==> src/pkg/pfc_pkg.sv <==
// Shared constants and carrier types for the flow control credit block.
// Assumes one 250 MHz core clock and a synchronous active-high reset.
package pfc_pkg;
	// ****************************************
	// Sizes
	// ****************************************
	localparam int NCLS = 6;
	localparam int NTYPE = 3;
	localparam int CW = 12;
	localparam int BEAT_W = 32;
	localparam int FIFO_DEPTH = 4;
	localparam int QTR_SHIFT = 2;
	localparam int TMR_W = 16;

	// ****************************************
	// Class and packet type codes
	// ****************************************
	localparam logic [1:0] KIND_P = 2'h0;
	localparam logic [1:0] KIND_NP = 2'h1;
	localparam logic [1:0] KIND_CPL = 2'h2;
	localparam int CLS_PH = 0;
	localparam int CLS_PD = 1;
	localparam int CLS_NPH = 2;

	// ****************************************
	// Timing
	// ****************************************
	localparam int CLK_PERIOD_PS = 4000;
	localparam int FC_TIMER_NS = 30000;
	localparam int FC_TIMER_CYC = FC_TIMER_NS * 1000 / CLK_PERIOD_PS;

	// ****************************************
	// Defaults
	// ****************************************
	localparam int MAXPAY_CRED = 16;
	localparam logic [CW-1:0] CRED_ONE = 12'h001;
	localparam logic [CW-1:0] CRED_ZERO = 12'h000;

	// ****************************************
	// Carriers
	// ****************************************
	typedef logic [NCLS-1:0][CW-1:0] pfc_cred6_t;

	typedef struct packed {
		logic [1:0] kind;
		logic [CW-1:0] hdr;
		logic [CW-1:0] dat;
	} pfc_dllp_t;

	typedef struct packed {
		logic [BEAT_W-1:0] data;
		logic last;
		logic [1:0] kind;
		logic [CW-1:0] dcred;
	} pfc_beat_t;

	localparam pfc_cred6_t RXBUF_DEF = {12'h040, 12'h020, 12'h020, 12'h010, 12'h080, 12'h020};
endpackage

==> src/hw/pfc_fifo.sv <==
// Small valid/ready FIFO holding received beats.
// Assumes a single clock and synchronous active-high reset.
`timescale 1ns/1ps
`default_nettype none
module pfc_fifo #(
	parameter int W = 8,
	parameter int DEPTH = 4
) (
	input wire logic clk_i,
	input wire logic srst_i,
	input wire logic in_valid_i,
	output logic in_ready_o,
	input wire logic [W-1:0] in_data_i,
	output logic out_valid_o,
	input wire logic out_ready_i,
	output logic [W-1:0] out_data_o
);
	localparam int AW = (DEPTH > 1) ? $clog2(DEPTH) : 1;
	localparam logic [AW:0] FULL_CNT = (AW+1)'(DEPTH);
	localparam logic [AW-1:0] LAST_PTR = AW'(DEPTH - 1);

	logic [W-1:0] mem [DEPTH];
	logic [AW-1:0] wr_ptr;
	logic [AW-1:0] rd_ptr;
	logic [AW:0] count;

	wire logic push = in_valid_i && in_ready_o;
	wire logic pop = out_valid_o && out_ready_i;

	assign in_ready_o = count != FULL_CNT;
	assign out_valid_o = count != '0;
	assign out_data_o = mem[rd_ptr];

	function automatic logic [AW-1:0] ptr_inc(input logic [AW-1:0] p);
		ptr_inc = (p == LAST_PTR) ? '0 : AW'(p + 1'b1);
	endfunction

	// ****************************************
	// Storage and pointers
	// ****************************************
	always_ff @(posedge clk_i)
	begin
		if (push)
			mem[wr_ptr] <= in_data_i;
	end

	always_ff @(posedge clk_i)
	begin
		if (srst_i)
		begin
			wr_ptr <= '0;
			rd_ptr <= '0;
			count <= '0;
		end
		else
		begin
			if (push)
				wr_ptr <= ptr_inc(wr_ptr);
			if (pop)
				rd_ptr <= ptr_inc(rd_ptr);
			count <= (AW+1)'(count + push - pop);
		end
	end
endmodule
`default_nettype wire

==> src/hw/pfc_credits.sv <==
// Credit based flow control: transmit credit gating and receive credit return.
// Assumes link layer supplies decoded FC DLLPs and a TLP busy indication.
//
// What this block does
// Separate limit and consumed counters for six header and data classes.
// Limit loads at flow control init, then follows received updates.
// Packet goes only if limit minus consumed covers its need or its class was granted zero (unlimited) credit at init, else held.
// Header and data checked separately; a packet costs one header credit.
// Accepted packet adds its credits to header and data consumed counters.
// Receive allocated counters start at each class's buffer size.
// Received beats are buffered until the application drains them.
// Allocated counters rise only after a packet's last beat is drained.
// Update DLLP carries the current allocated values.
// Update DLLPs go at low priority behind other pending traffic.
// High priority when partner nearly starved and new credit exists.
// High priority when 30 us passed since the last update sent.
// High priority when new credit reaches a quarter of buffer size.
// Update never interrupts a TLP in flight; it waits for its end.
// Received update refreshes the limit and releases held packets.
// Buffer sizes and partner grants must cover several TLPs in flight.
// Endpoint advertises unlimited completion credit; no completion updates.
// Remember the allocated values carried by the last sent update.
`timescale 1ns/1ps
`default_nettype none
module pfc_credits
	import pfc_pkg::*;
#(
	parameter pfc_pkg::pfc_cred6_t RXBUF_CRED = pfc_pkg::RXBUF_DEF,
	parameter int MAXPAY = pfc_pkg::MAXPAY_CRED,
	parameter int TIMER_CYC = pfc_pkg::FC_TIMER_CYC,
	parameter bit ENDPOINT = 1'b1,
	parameter int DEPTH = pfc_pkg::FIFO_DEPTH
) (
	input wire logic clk_i,
	input wire logic srst_i,
	input wire logic fcinit_valid_i,
	input wire pfc_pkg::pfc_cred6_t fcinit_i,
	input wire logic fcupd_valid_i,
	input wire pfc_pkg::pfc_dllp_t fcupd_i,
	input wire logic tx_valid_i,
	input wire logic [1:0] tx_kind_i,
	input wire logic [pfc_pkg::CW-1:0] tx_dcred_i,
	output logic tx_ready_o,
	input wire logic rx_valid_i,
	input wire pfc_pkg::pfc_beat_t rx_beat_i,
	output logic rx_ready_o,
	output logic app_valid_o,
	output pfc_pkg::pfc_beat_t app_beat_o,
	input wire logic app_ready_i,
	input wire logic tlp_busy_i,
	input wire logic other_req_i,
	output logic dllp_valid_o,
	output logic dllp_hipri_o,
	output pfc_pkg::pfc_dllp_t dllp_o,
	input wire logic dllp_ready_i
);
	import pfc_pkg::*;

	localparam logic [TMR_W-1:0] TMR_END = TMR_W'(TIMER_CYC);
	localparam logic [CW-1:0] MAXPAY_C = CW'(MAXPAY);

	logic [CW-1:0] limit [NCLS];
	logic [CW-1:0] cons [NCLS];
	logic [CW-1:0] alloc [NCLS];
	logic [CW-1:0] last_adv [NCLS];
	logic [CW-1:0] rcvd [NCLS];
	logic inf [NCLS];
	logic [NCLS-1:0] ok;
	logic [NCLS-1:0] chg;
	logic [NCLS-1:0] hi;
	logic [3:0] pend;
	logic [3:0] hi_t;
	logic [TMR_W-1:0] tmr;
	logic out_full;
	pfc_dllp_t out_q;
	pfc_beat_t fifo_out;

	function automatic logic [1:0] first_idx(input logic [3:0] v);
		first_idx = v[0] ? 2'h0 : (v[1] ? 2'h1 : (v[2] ? 2'h2 : 2'h3));
	endfunction

	// ****************************************
	// Handshakes
	// ****************************************
	wire logic tx_fire = tx_valid_i && tx_ready_o;
	wire logic rx_fire = rx_valid_i && rx_ready_o;
	wire logic app_fire = app_valid_o && app_ready_i;
	wire logic send = dllp_valid_o && dllp_ready_i;
	wire logic tmr_exp = tmr >= TMR_END;

	assign tx_ready_o = tx_valid_i && (&ok);
	assign app_beat_o = fifo_out;

	// ****************************************
	// Receive buffer
	// ****************************************
	pfc_fifo #(
		.W($bits(pfc_beat_t)),
		.DEPTH(DEPTH)
	) u_fifo (
		.clk_i(clk_i),
		.srst_i(srst_i),
		.in_valid_i(rx_valid_i),
		.in_ready_o(rx_ready_o),
		.in_data_i(rx_beat_i),
		.out_valid_o(app_valid_o),
		.out_ready_i(app_ready_i),
		.out_data_o(fifo_out)
	);

	// ****************************************
	// Per class counters
	// ****************************************
	for (genvar g = 0; g < NCLS; g++)
	begin : g_cls
		localparam logic [1:0] KIND = 2'(g / 2);
		localparam bit IS_DAT = (g % 2) == 1;
		localparam logic [CW-1:0] THR = IS_DAT ? MAXPAY_C : CRED_ONE;
		localparam logic [CW-1:0] QTR = RXBUF_CRED[g] >> QTR_SHIFT;
		wire logic [CW-1:0] need = IS_DAT ? tx_dcred_i : CRED_ONE;
		wire logic [CW-1:0] avail = limit[g] - cons[g];
		wire logic hit = tx_kind_i == KIND;
		wire logic [CW-1:0] rx_amt = IS_DAT ? rx_beat_i.dcred : CRED_ONE;
		wire logic [CW-1:0] app_amt = IS_DAT ? fifo_out.dcred : CRED_ONE;
		wire logic rx_hit = rx_fire && rx_beat_i.last && rx_beat_i.kind == KIND;
		wire logic app_hit = app_fire && fifo_out.last && fifo_out.kind == KIND;
		wire logic [CW-1:0] adv_q = IS_DAT ? out_q.dat : out_q.hdr;
		wire logic [CW-1:0] upd_v = IS_DAT ? fcupd_i.dat : fcupd_i.hdr;
		wire logic cond_a = ((last_adv[g] - rcvd[g]) < THR) && chg[g];
		wire logic cond_c = (alloc[g] - last_adv[g]) >= QTR;

		assign ok[g] = !hit || inf[g] || (avail >= need);
		assign chg[g] = alloc[g] != last_adv[g];
		assign hi[g] = cond_a || cond_c;

		always_ff @(posedge clk_i)
		begin
			if (srst_i)
			begin
				limit[g] <= CRED_ZERO;
				inf[g] <= 1'b0;
			end
			else if (fcinit_valid_i)
			begin
				limit[g] <= fcinit_i[g];
				inf[g] <= fcinit_i[g] == CRED_ZERO;
			end
			else if (fcupd_valid_i && fcupd_i.kind == KIND)
				limit[g] <= upd_v;
		end

		always_ff @(posedge clk_i)
		begin
			if (srst_i)
				cons[g] <= CRED_ZERO;
			else if (tx_fire && hit)
				cons[g] <= cons[g] + need;
		end

		always_ff @(posedge clk_i)
		begin
			if (srst_i)
				alloc[g] <= RXBUF_CRED[g];
			else if (app_hit)
				alloc[g] <= alloc[g] + app_amt;
		end

		always_ff @(posedge clk_i)
		begin
			if (srst_i)
				rcvd[g] <= CRED_ZERO;
			else if (rx_hit)
				rcvd[g] <= rcvd[g] + rx_amt;
		end

		always_ff @(posedge clk_i)
		begin
			if (srst_i)
				last_adv[g] <= RXBUF_CRED[g];
			else if (send && out_q.kind == KIND)
				last_adv[g] <= adv_q;
		end
	end

	// ****************************************
	// Update request per type
	// ****************************************
	for (genvar k = 0; k < NTYPE; k++)
	begin : g_type
		localparam bit CINF = ENDPOINT && (2'(k) == KIND_CPL);
		assign pend[k] = !CINF && (chg[2*k] || chg[2*k+1] || tmr_exp);
		assign hi_t[k] = !CINF && (hi[2*k] || hi[2*k+1] || tmr_exp);
	end
	assign pend[3] = 1'b0;
	assign hi_t[3] = 1'b0;

	wire logic [3:0] pend_hi = pend & hi_t;
	wire logic [1:0] sel = (|pend_hi) ? first_idx(pend_hi) : first_idx(pend);
	wire logic [2:0] sel_h = {sel, 1'b0};
	wire logic [2:0] sel_d = {sel, 1'b1};
	wire logic load = !out_full && (|pend);
	wire logic hi_now = out_full && hi_t[out_q.kind];

	// ****************************************
	// Update DLLP output stage
	// ****************************************
	always_ff @(posedge clk_i)
	begin
		if (srst_i)
		begin
			out_full <= 1'b0;
			out_q <= '0;
		end
		else if (load)
		begin
			out_full <= 1'b1;
			out_q <= '{kind: sel, hdr: alloc[sel_h], dat: alloc[sel_d]};
		end
		else if (send)
			out_full <= 1'b0;
	end

	always_ff @(posedge clk_i)
	begin
		if (srst_i || send)
			tmr <= '0;
		else if (!tmr_exp)
			tmr <= TMR_W'(tmr + 1'b1);
	end

	assign dllp_valid_o = out_full && !tlp_busy_i && (hi_now || !other_req_i);
	assign dllp_hipri_o = hi_now;
	assign dllp_o = out_q;
endmodule
`default_nettype wire

==> config.mk <==
export PLATFORM = sky130hd
export DESIGN_NAME = pfc_credits
export DESIGN_NICKNAME = d
export VERILOG_FILES = /design/src/pkg/pfc_pkg.sv /design/src/hw/pfc_fifo.sv /design/src/hw/pfc_credits.sv
export SDC_FILE = /design/constraint.sdc
export NUM_CORES = 1
export LEC_CHECK = 0
export BUFFER_PORTS_ARGS = -buffer_cell sky130_fd_sc_hd__buf_2
export CAP_MARGIN = 20
export CORE_MARGIN = 2
export CORE_UTILIZATION = 40
export DETAILED_ROUTE_END_ITERATION = 6
export GPL_TIMING_DRIVEN = 0
export PLACE_DENSITY = 0.67
export SLEW_MARGIN = 0
export SYNTH_ARGS = -nofsm -noshare
export SYNTH_HDL_FRONTEND = slang
export SYNTH_SLANG_ARGS = --single-unit
==> constraint.sdc <==
create_clock -name clk_i -period 12.04 [get_ports clk_i]
set_input_delay 3.01 -clock clk_i [delete_from_list [all_inputs] [get_ports clk_i]]
set_output_delay 3.01 -clock clk_i [all_outputs]
set_load 0.005 [all_outputs]
==> flow_results.xml, run 1 <==
<?xml version="1.0" encoding="UTF-8"?>
<metrics>
  <group name="final_layout">
    <metric name="mostFrequentLayoutCells" unit="">sky130_fd_sc_hd__edfxtp_1, sky130_fd_sc_hd__inv_1, sky130_fd_sc_hd__ha_1, sky130_fd_sc_hd__buf_2, sky130_fd_sc_hd__nor2_1</metric>
    <metric name="flow.area_growth_from_synthesis" unit="%">15.1</metric>
    <metric name="layout.cells.most_common" unit="">sky130_fd_sc_hd__edfxtp_1</metric>
    <metric name="layout.cells.non_filler" unit="">4334</metric>
    <metric name="postLayoutCoreUtil" unit="%">46.3</metric>
    <metric name="share_of_final_layout_standard_cells_stronger_than_drive_strength_1" unit="%">13.3</metric>
    <metric name="nets" unit="">3687</metric>
  </group>
  <group name="timing">
    <metric name="timing.final.max_slew_violations" unit="">0</metric>
    <metric name="clock.fmax" unit="MHz">105</metric>
    <metric name="grt_setup_unrepaired" unit="">no</metric>
    <metric name="timing.max_slew.rel_slack" unit="%">30.5</metric>
    <metric name="final_period_util" unit="%">79.3</metric>
    <metric name="final.setup_skew" unit="ps">60.9</metric>
    <metric name="hold-worst-slack" unit="ps">452</metric>
    <metric name="setup_viol_count_final" unit="">0</metric>
    <metric name="finalCriticalPeriod" unit="ps">9550</metric>
    <metric name="setup_tns" unit="ps">0</metric>
    <metric name="final_critical_path_setup_slack" unit="ps">2490</metric>
    <metric name="measured_slew_at_the_worst_slew_check_pin" unit="ps">1040</metric>
    <metric name="final_hold_viol_count" unit="">0</metric>
  </group>
  <group name="yosys">
    <metric name="synth-main-ff-cell" unit="">sky130_fd_sc_hd__edfxtp_1</metric>
    <metric name="edff_count_synth" unit="">482</metric>
    <metric name="ys_seq_elements" unit="">534</metric>
    <metric name="post_synth_inst_count" unit="">2901</metric>
    <metric name="mappedNetlistNets" unit="">3367</metric>
    <metric name="synth-async-reset-ratio" unit="%">0</metric>
    <metric name="synth-seq-area-share" unit="%">48.1</metric>
    <metric name="post_synth_instance_area" unit="mm2">0.0323</metric>
    <metric name="ys.warnings.count" unit="">0</metric>
    <metric name="netlist-cell-type-count" unit="">86</metric>
    <metric name="avgSynthCellArea" unit="um2">11.1</metric>
  </group>
  <group name="detailed_routing">
    <metric name="drtIter0Drc" unit="">1361</metric>
    <metric name="drc" unit="">0</metric>
    <metric name="route.detailed.vias_per_inst" unit="">5.42</metric>
    <metric name="detail_route.first_pass.iterations" unit="">5</metric>
    <metric name="wl" unit="um">81300</metric>
    <metric name="detailroute.via_count" unit="">23500</metric>
    <metric name="route.antenna.remaining_nets" unit="">0</metric>
    <metric name="routedWlPerCell" unit="um">18.8</metric>
  </group>
  <group name="die">
    <metric name="die_x" unit="um">288</metric>
    <metric name="number_of_top_level_pins" unit="">247</metric>
    <metric name="chipHeight" unit="um">288</metric>
    <metric name="core_region_area" unit="mm2">0.0802</metric>
    <metric name="initial_core_util" unit="%">40.2</metric>
    <metric name="dieArea" unit="mm2">0.0829</metric>
    <metric name="num_rows" unit="">104</metric>
  </group>
  <group name="clock_network">
    <metric name="clockRootBuffer" unit="">sky130_fd_sc_hd__clkbuf_16</metric>
    <metric name="postCtsResizedCells" unit="">0</metric>
    <metric name="tritoncts" unit="">yes</metric>
    <metric name="cts.sink_count" unit="">534</metric>
    <metric name="clk-insertion-delay-late" unit="ps">670</metric>
    <metric name="cts-buffers-inserted" unit="">60</metric>
    <metric name="cts.hold.buffers_added" unit="">0</metric>
    <metric name="post_cts.repair.setup_buffers" unit="">0</metric>
    <metric name="max-clock-path-buffers" unit="">3</metric>
    <metric name="h-tree-depth" unit="">2</metric>
    <metric name="clkTransAtPathRegs" unit="ps">60</metric>
  </group>
  <group name="worst_setup_path">
    <metric name="timing_worst_setup_path_type" unit="">input port to output pin</metric>
    <metric name="setup_crit_end_kind" unit="">output pin</metric>
    <metric name="reg2reg_setup_slack" unit="ps">6250</metric>
    <metric name="critPathLaunchType" unit="">input port</metric>
    <metric name="critical_register_to_register_path_startpoint" unit="">cons[2][13]</metric>
    <metric name="critical_path_arrival" unit="ps">6540</metric>
    <metric name="worstPathMaxFanout" unit="">10</metric>
    <metric name="timing.critical_path.required" unit="ps">9030</metric>
    <metric name="startpoint" unit="">tx_dcred_i[1]</metric>
  </group>
  <group name="grt">
    <metric name="first_global_vias" unit="">23500</metric>
    <metric name="pin_count_of_the_biggest_net_entering_global_routing" unit="">33</metric>
    <metric name="gr-total-overflow" unit="">0</metric>
    <metric name="groute.usage.overall" unit="%">19.5</metric>
    <metric name="grt_pass1_wl" unit="um">127000</metric>
    <metric name="grt_antenna_before_repair" unit="">1</metric>
  </group>
  <group name="pwr">
    <metric name="worst_ir_drop_vdd" unit="uV">109</metric>
    <metric name="total_leakage_power" unit="nW">15.0</metric>
    <metric name="power_per_cell_area" unit="mW/mm2">149</metric>
  </group>
  <group name="min_path">
    <metric name="min-delay-path-class" unit="">register to register</metric>
    <metric name="worstHoldStart" unit="">u_fifo.rd_ptr[1]</metric>
  </group>
  <group name="place">
    <metric name="hpwlAfterDp" unit="um">63200</metric>
    <metric name="numPortBuffers" unit="">245</metric>
    <metric name="dpl_worst_slack" unit="ps">2350</metric>
    <metric name="final_wtd_congestion" unit="">0.893</metric>
    <metric name="place.detailed.instances" unit="">4218</metric>
  </group>
  <group name="job">
    <metric name="number_of_max_cap_violations" unit="">0</metric>
  </group>
  <group name="run_status">
    <metric name="status" unit="">complete, no violations</metric>
  </group>
</metrics>
critical path, stage by stage:
cell	delay, ps
sky130_fd_sc_hd__buf_2	140
sky130_fd_sc_hd__inv_1	290
sky130_fd_sc_hd__ha_1	290
sky130_fd_sc_hd__a21o_1	150
sky130_fd_sc_hd__a21o_1	170
sky130_fd_sc_hd__a21o_1	170
sky130_fd_sc_hd__a21o_1	180
sky130_fd_sc_hd__a2111oi_0	670
sky130_fd_sc_hd__o31a_1	200
sky130_fd_sc_hd__nor4_1	70
sky130_fd_sc_hd__nand3_1	290
sky130_fd_sc_hd__clkbuf_1	510
sky130_fd_sc_hd__nor2_1	200
sky130_fd_sc_hd__buf_2	180
per-layer routing:
| metal | track usage, % | part of all wire, % | routed length (um) |
|---|---|---|---|
| met3 | 2.23 | 4.5 | 3700 |
| met2 | 34.9 | 50 | 40400 |
| met4 | 4.92 | 2.3 | 1910 |
| met5 | 0 | 0 | 0 |
| met1 | 25.0 | 43 | 35300 |
stage by stage:
stage | total power [mW] | cell area (um2)
floorplan | 3.25 | 32300
global placement | 3.66 | 34800
detailed placement | 3.70 | 35100
CTS | 5.58 | 37100
global route | 5.83 | 37100
finish | 5.53 | 37100
kinds of logic (layout without fill, tap and decap cells):
logic type                 after synthesis  after routing  synth area share (%)
xor gates and xnor gates               200            200                  5.43
and+or+nand+nor                        827            827                  13.4
other                                    0              1                     0
muxes                                   88             88                  4.56
DFF                                    534            534                  48.1
adders and majority gates              297            297                  11.9
buffers and inverters                  363            735                  4.28
AOI/OAI and AO/OA                      592            592                  12.4
cell usage after synthesis (66+ instances only):
master,n,area (um2)
sky130_fd_sc_hd__a22o_1,72,631
sky130_fd_sc_hd__ha_1,281,3520
sky130_fd_sc_hd__nand3_1,66,330
sky130_fd_sc_hd__inv_1,283,1060
sky130_fd_sc_hd__o21ai_0,122,611
sky130_fd_sc_hd__edfxtp_1,482,14500
sky130_fd_sc_hd__xor2_1,66,578
sky130_fd_sc_hd__xnor2_1,134,1170
sky130_fd_sc_hd__a21oi_1,144,721
sky130_fd_sc_hd__nor3_1,102,510
sky130_fd_sc_hd__clkbuf_1,69,259
sky130_fd_sc_hd__nand2_1,109,409
sky130_fd_sc_hd__nor2_1,207,777
final timing paths:
check	end	cells past startpoint
worst min-delay path	register	2
worst max-delay path	tx_ready_o	14
worst max register to register	cons[1][23]	21
worst min register to register	register	2
layout make-up:
cell class	instances	area, um2
fill	7430	43000
sequential	534	15500
multi-input combinational	2004	15400
clock buffer	73	1580
timing repair buffer	258	1480
tap	1060	1330
inverter	283	1060
clock inverter	41	454
buffer	80	319
antenna	1	2.50
sequential cells by signal, indices dropped and copies added, names as in the netlist, 3 cells and up, named ones only:
register and count:
u_fifo.mem 188, cons 72, limit 72, alloc 48, last_adv 48, rcvd 48, g_cls.adv_q 24, tmr 16
inf 6, u_fifo.count 3
power breakdown:
group          total (mW)  switching, mW  internal [mW]
Combinational        1.38          0.775          0.607
Sequential           2.28         0.0920           2.19
Clock                1.87          0.797           1.07
Total                5.53           1.66           3.87
No activity file was read; power rests on OpenSTA's default activity.
==> run 2: changes to the inputs <==
Settings changed: ABC_AREA set to 1.
Clock period 12.04 ns to 9.4 ns, I/O delays scaled along.
==> flow_results.xml, run 2 <==
<?xml version="1.0" encoding="UTF-8"?>
<metrics>
  <group name="final_layout">
    <metric name="registers.top_by_ff_count" unit="">u_fifo.mem</metric>
    <metric name="multiInputGateArea" unit="mm2">0.0162</metric>
    <metric name="share_of_final_layout_standard_cells_stronger_than_drive_strength_1" unit="%">10.4</metric>
    <metric name="register_area" unit="mm2">0.0155</metric>
    <metric name="nets" unit="">4932</metric>
    <metric name="layout.cell_area.non_filler" unit="mm2">0.0402</metric>
    <metric name="number_of_flip_flops_under_the_largest_register_name" unit="">188</metric>
    <metric name="flow.area_growth_from_synthesis" unit="%">15.6</metric>
    <metric name="fillerInstances" unit="">8267</metric>
    <metric name="top_regs" unit="">u_fifo.mem x188, cons x72, limit x72</metric>
    <metric name="layout.cells.most_common" unit="">sky130_fd_sc_hd__nand2_1</metric>
    <metric name="mostFrequentLayoutCells" unit="">sky130_fd_sc_hd__nand2_1, sky130_fd_sc_hd__inv_1, sky130_fd_sc_hd__edfxtp_1, sky130_fd_sc_hd__nor2_1, sky130_fd_sc_hd__ha_1</metric>
  </group>
  <group name="yosys">
    <metric name="avgSynthCellArea" unit="um2">8.41</metric>
    <metric name="synth_top_area_cell" unit="">sky130_fd_sc_hd__edfxtp_1</metric>
    <metric name="netlist-cell-type-count" unit="">52</metric>
    <metric name="yosys-top-cells-area" unit="">sky130_fd_sc_hd__edfxtp_1, sky130_fd_sc_hd__ha_1, sky130_fd_sc_hd__nand2_1</metric>
    <metric name="edff_count_synth" unit="">482</metric>
    <metric name="post_synth_inst_count" unit="">4136</metric>
    <metric name="synthMostInstantiatedCell" unit="">sky130_fd_sc_hd__nand2_1</metric>
    <metric name="netlist_top_cells_count" unit="">sky130_fd_sc_hd__nand2_1, sky130_fd_sc_hd__inv_1, sky130_fd_sc_hd__edfxtp_1</metric>
    <metric name="ys_seq_elements" unit="">534</metric>
    <metric name="synth-async-reset-ratio" unit="%">0</metric>
    <metric name="ys.warnings.count" unit="">0</metric>
    <metric name="synth_top_area_share" unit="%">41.6</metric>
    <metric name="synth-seq-area-share" unit="%">44.6</metric>
    <metric name="post_synth_instance_area" unit="mm2">0.0348</metric>
    <metric name="mappedNetlistNets" unit="">4602</metric>
    <metric name="synth-main-ff-cell" unit="">sky130_fd_sc_hd__edfxtp_1</metric>
  </group>
  <group name="worst_setup_path">
    <metric name="worstPathMaxFanout" unit="">7</metric>
    <metric name="timing_worst_setup_path_type" unit="">input port to output pin</metric>
    <metric name="timing.critical_path.required" unit="ps">7050</metric>
    <metric name="critical_path_arrival" unit="ps">4850</metric>
    <metric name="setup_crit_end_kind" unit="">output pin</metric>
    <metric name="critPathLaunchType" unit="">input port</metric>
  </group>
  <group name="detailed_routing">
    <metric name="detailroute.via_count" unit="">29000</metric>
    <metric name="drc" unit="">0</metric>
    <metric name="drtIter0Drc" unit="">2094</metric>
    <metric name="detail_route.first_pass.iterations" unit="">6</metric>
    <metric name="routedWlPerCell" unit="um">17.3</metric>
    <metric name="route.detailed.vias_per_inst" unit="">5.12</metric>
    <metric name="route.antenna.remaining_nets" unit="">0</metric>
    <metric name="wl" unit="um">97900</metric>
  </group>
  <group name="place">
    <metric name="final_wtd_congestion" unit="">0.919</metric>
    <metric name="placedInstanceArea" unit="mm2">0.0378</metric>
    <metric name="hpwlAfterDp" unit="um">76400</metric>
    <metric name="numPortBuffers" unit="">245</metric>
  </group>
  <group name="clock_network">
    <metric name="max-clock-path-buffers" unit="">3</metric>
    <metric name="post_cts.repair.setup_buffers" unit="">0</metric>
    <metric name="clk-insertion-delay-late" unit="ps">630</metric>
    <metric name="cts-buffers-inserted" unit="">66</metric>
    <metric name="h-tree-depth" unit="">3</metric>
    <metric name="postCtsResizedCells" unit="">0</metric>
    <metric name="clockRootBuffer" unit="">sky130_fd_sc_hd__clkbuf_16</metric>
    <metric name="cts.sink_count" unit="">534</metric>
    <metric name="cts.hold.buffers_added" unit="">0</metric>
    <metric name="clkTransAtPathRegs" unit="ps">50</metric>
    <metric name="tritoncts" unit="">yes</metric>
  </group>
  <group name="timing">
    <metric name="timing.final.max_slew_violations" unit="">0</metric>
    <metric name="final_hold_viol_count" unit="">0</metric>
    <metric name="final_period_util" unit="%">76.6</metric>
    <metric name="setup_viol_count_final" unit="">0</metric>
    <metric name="final.setup_skew" unit="ps">42.1</metric>
    <metric name="grt_setup_unrepaired" unit="">no</metric>
    <metric name="finalCriticalPeriod" unit="ps">7200</metric>
    <metric name="setup_tns" unit="ps">0</metric>
    <metric name="hold-worst-slack" unit="ps">426</metric>
    <metric name="clock.fmax" unit="MHz">139</metric>
    <metric name="measured_slew_at_the_worst_slew_check_pin" unit="ps">1060</metric>
    <metric name="timing.max_slew.rel_slack" unit="%">29.4</metric>
  </group>
  <group name="grt">
    <metric name="grt_antenna_before_repair" unit="">2</metric>
    <metric name="pin_count_of_the_biggest_net_entering_global_routing" unit="">27</metric>
    <metric name="gr-total-overflow" unit="">0</metric>
    <metric name="groute.usage.overall" unit="%">21.5</metric>
    <metric name="first_global_vias" unit="">27600</metric>
    <metric name="grt_pass1_wl" unit="um">150000</metric>
  </group>
  <group name="die">
    <metric name="dieArea" unit="mm2">0.0894</metric>
    <metric name="die_x" unit="um">299</metric>
    <metric name="num_rows" unit="">108</metric>
    <metric name="initial_core_util" unit="%">40.2</metric>
    <metric name="number_of_top_level_pins" unit="">247</metric>
    <metric name="chipHeight" unit="um">299</metric>
    <metric name="core_region_area" unit="mm2">0.0865</metric>
  </group>
  <group name="pwr">
    <metric name="total_leakage_power" unit="nW">18.1</metric>
    <metric name="worst_ir_drop_vdd" unit="uV">126</metric>
    <metric name="totalPowerFinal" unit="mW">7.94</metric>
    <metric name="power_per_cell_area" unit="mW/mm2">198</metric>
  </group>
  <group name="run_status">
    <metric name="status" unit="">complete, no violations</metric>
  </group>
  <group name="job">
    <metric name="number_of_max_cap_violations" unit="">0</metric>
  </group>
  <group name="min_path">
    <metric name="min-delay-path-class" unit="">register to register</metric>
  </group>
</metrics>
==> run 2: cell count changes in the layout (fill, tap and decap cells not counted), moves of 52 or more <==
cell                      delta
sky130_fd_sc_hd__xor2_1     +52
sky130_fd_sc_hd__a22o_1     -72
sky130_fd_sc_hd__inv_1     +434
sky130_fd_sc_hd__nand2_1   +690
sky130_fd_sc_hd__nor2_1    +268
sky130_fd_sc_hd__a21oi_1    +72
sky130_fd_sc_hd__nand3_1   +138
sky130_fd_sc_hd__xnor2_1    -92
sky130_fd_sc_hd__o21ai_0   +100
sky130_fd_sc_hd__and3_1     -56
==> run 2: routing by layer <==
metal	routed length [um]	share of wire, %	track usage [%]
met2	46900	48	37.1
met4	3470	3.5	8.24
met3	6210	6.3	3.00
met5	0	0	0
met1	41300	42	27.2
==> run 2: through the flow <==
| stage | utilization, % | worst slack, ps | instances |
|---|---|---|---|
| final | 46.5 | 2200 | 5676 |
| after global routing | 46.5 | 1980 | 5675 |
| after CTS | 46.4 | 2210 | 5668 |
| after detailed placement | 43.7 | 2220 | 5548 |
| after global placement | 43.3 | 2260 | 5536 |
| after floorplan | - | 3220 | 4136 |
==> run 2: power by group <==
part	total (mW)	switching, mW	internal [mW]
combinational	2.31	1.50	0.816
clock	2.69	1.10	1.59
sequential	2.94	0.119	2.82
total	7.94	2.72	5.22
==> run 2: cell type report <==
type                    instances  share of cell area [%]
multi-input cells            2801                    40.4
flip-flops and latches        534                    38.6
inverters                     719                    6.71
clock buffers                  85                    4.49
repair buffers                262                    3.96
well taps                    1155                    3.59
clock inverters                35                    1.33
plain buffers                  82                   0.943
diodes                          3                  0.0187
==> run 2: path summary, 6_finish.rpt <==
check | start | end | slack [ps] | cells after the start
worst min register to register | tmr[14] | tmr[14] | 430 | 2
worst max register to register | register | alloc[3][10] | 4640 | 21
worst max-delay path | tx_dcred_i[1] | tx_ready_o | 2200 | 16
worst min-delay path | tmr[14] | tmr[14] | 430 | 2
==> run 2: kinds of logic after synthesis <==
| family | share of synthesized area (%) |
|---|---|
| AOI/OAI and AO/OA | 9.31 |
| and+or+nand+nor | 22.2 |
| DFF | 44.6 |
| buffers and inverters | 8.84 |
| xor gates and xnor gates | 4.07 |
| adders and majority gates | 11.0 |
==> run 2: critical path: stages <==
cell                       delay [ps]
sky130_fd_sc_hd__buf_2            170
sky130_fd_sc_hd__inv_1            230
sky130_fd_sc_hd__ha_1             350
sky130_fd_sc_hd__o21ai_0           70
sky130_fd_sc_hd__a21boi_0         160
sky130_fd_sc_hd__o21ai_0          100
sky130_fd_sc_hd__nand2_1           70
sky130_fd_sc_hd__nand2_1           50
sky130_fd_sc_hd__a21oi_1          120
sky130_fd_sc_hd__nor2_1            70
sky130_fd_sc_hd__o21ai_0          170
sky130_fd_sc_hd__nand2_1           80
sky130_fd_sc_hd__nor2_1           230
sky130_fd_sc_hd__nand3_1          160
sky130_fd_sc_hd__nor2_4           260
sky130_fd_sc_hd__buf_2            200
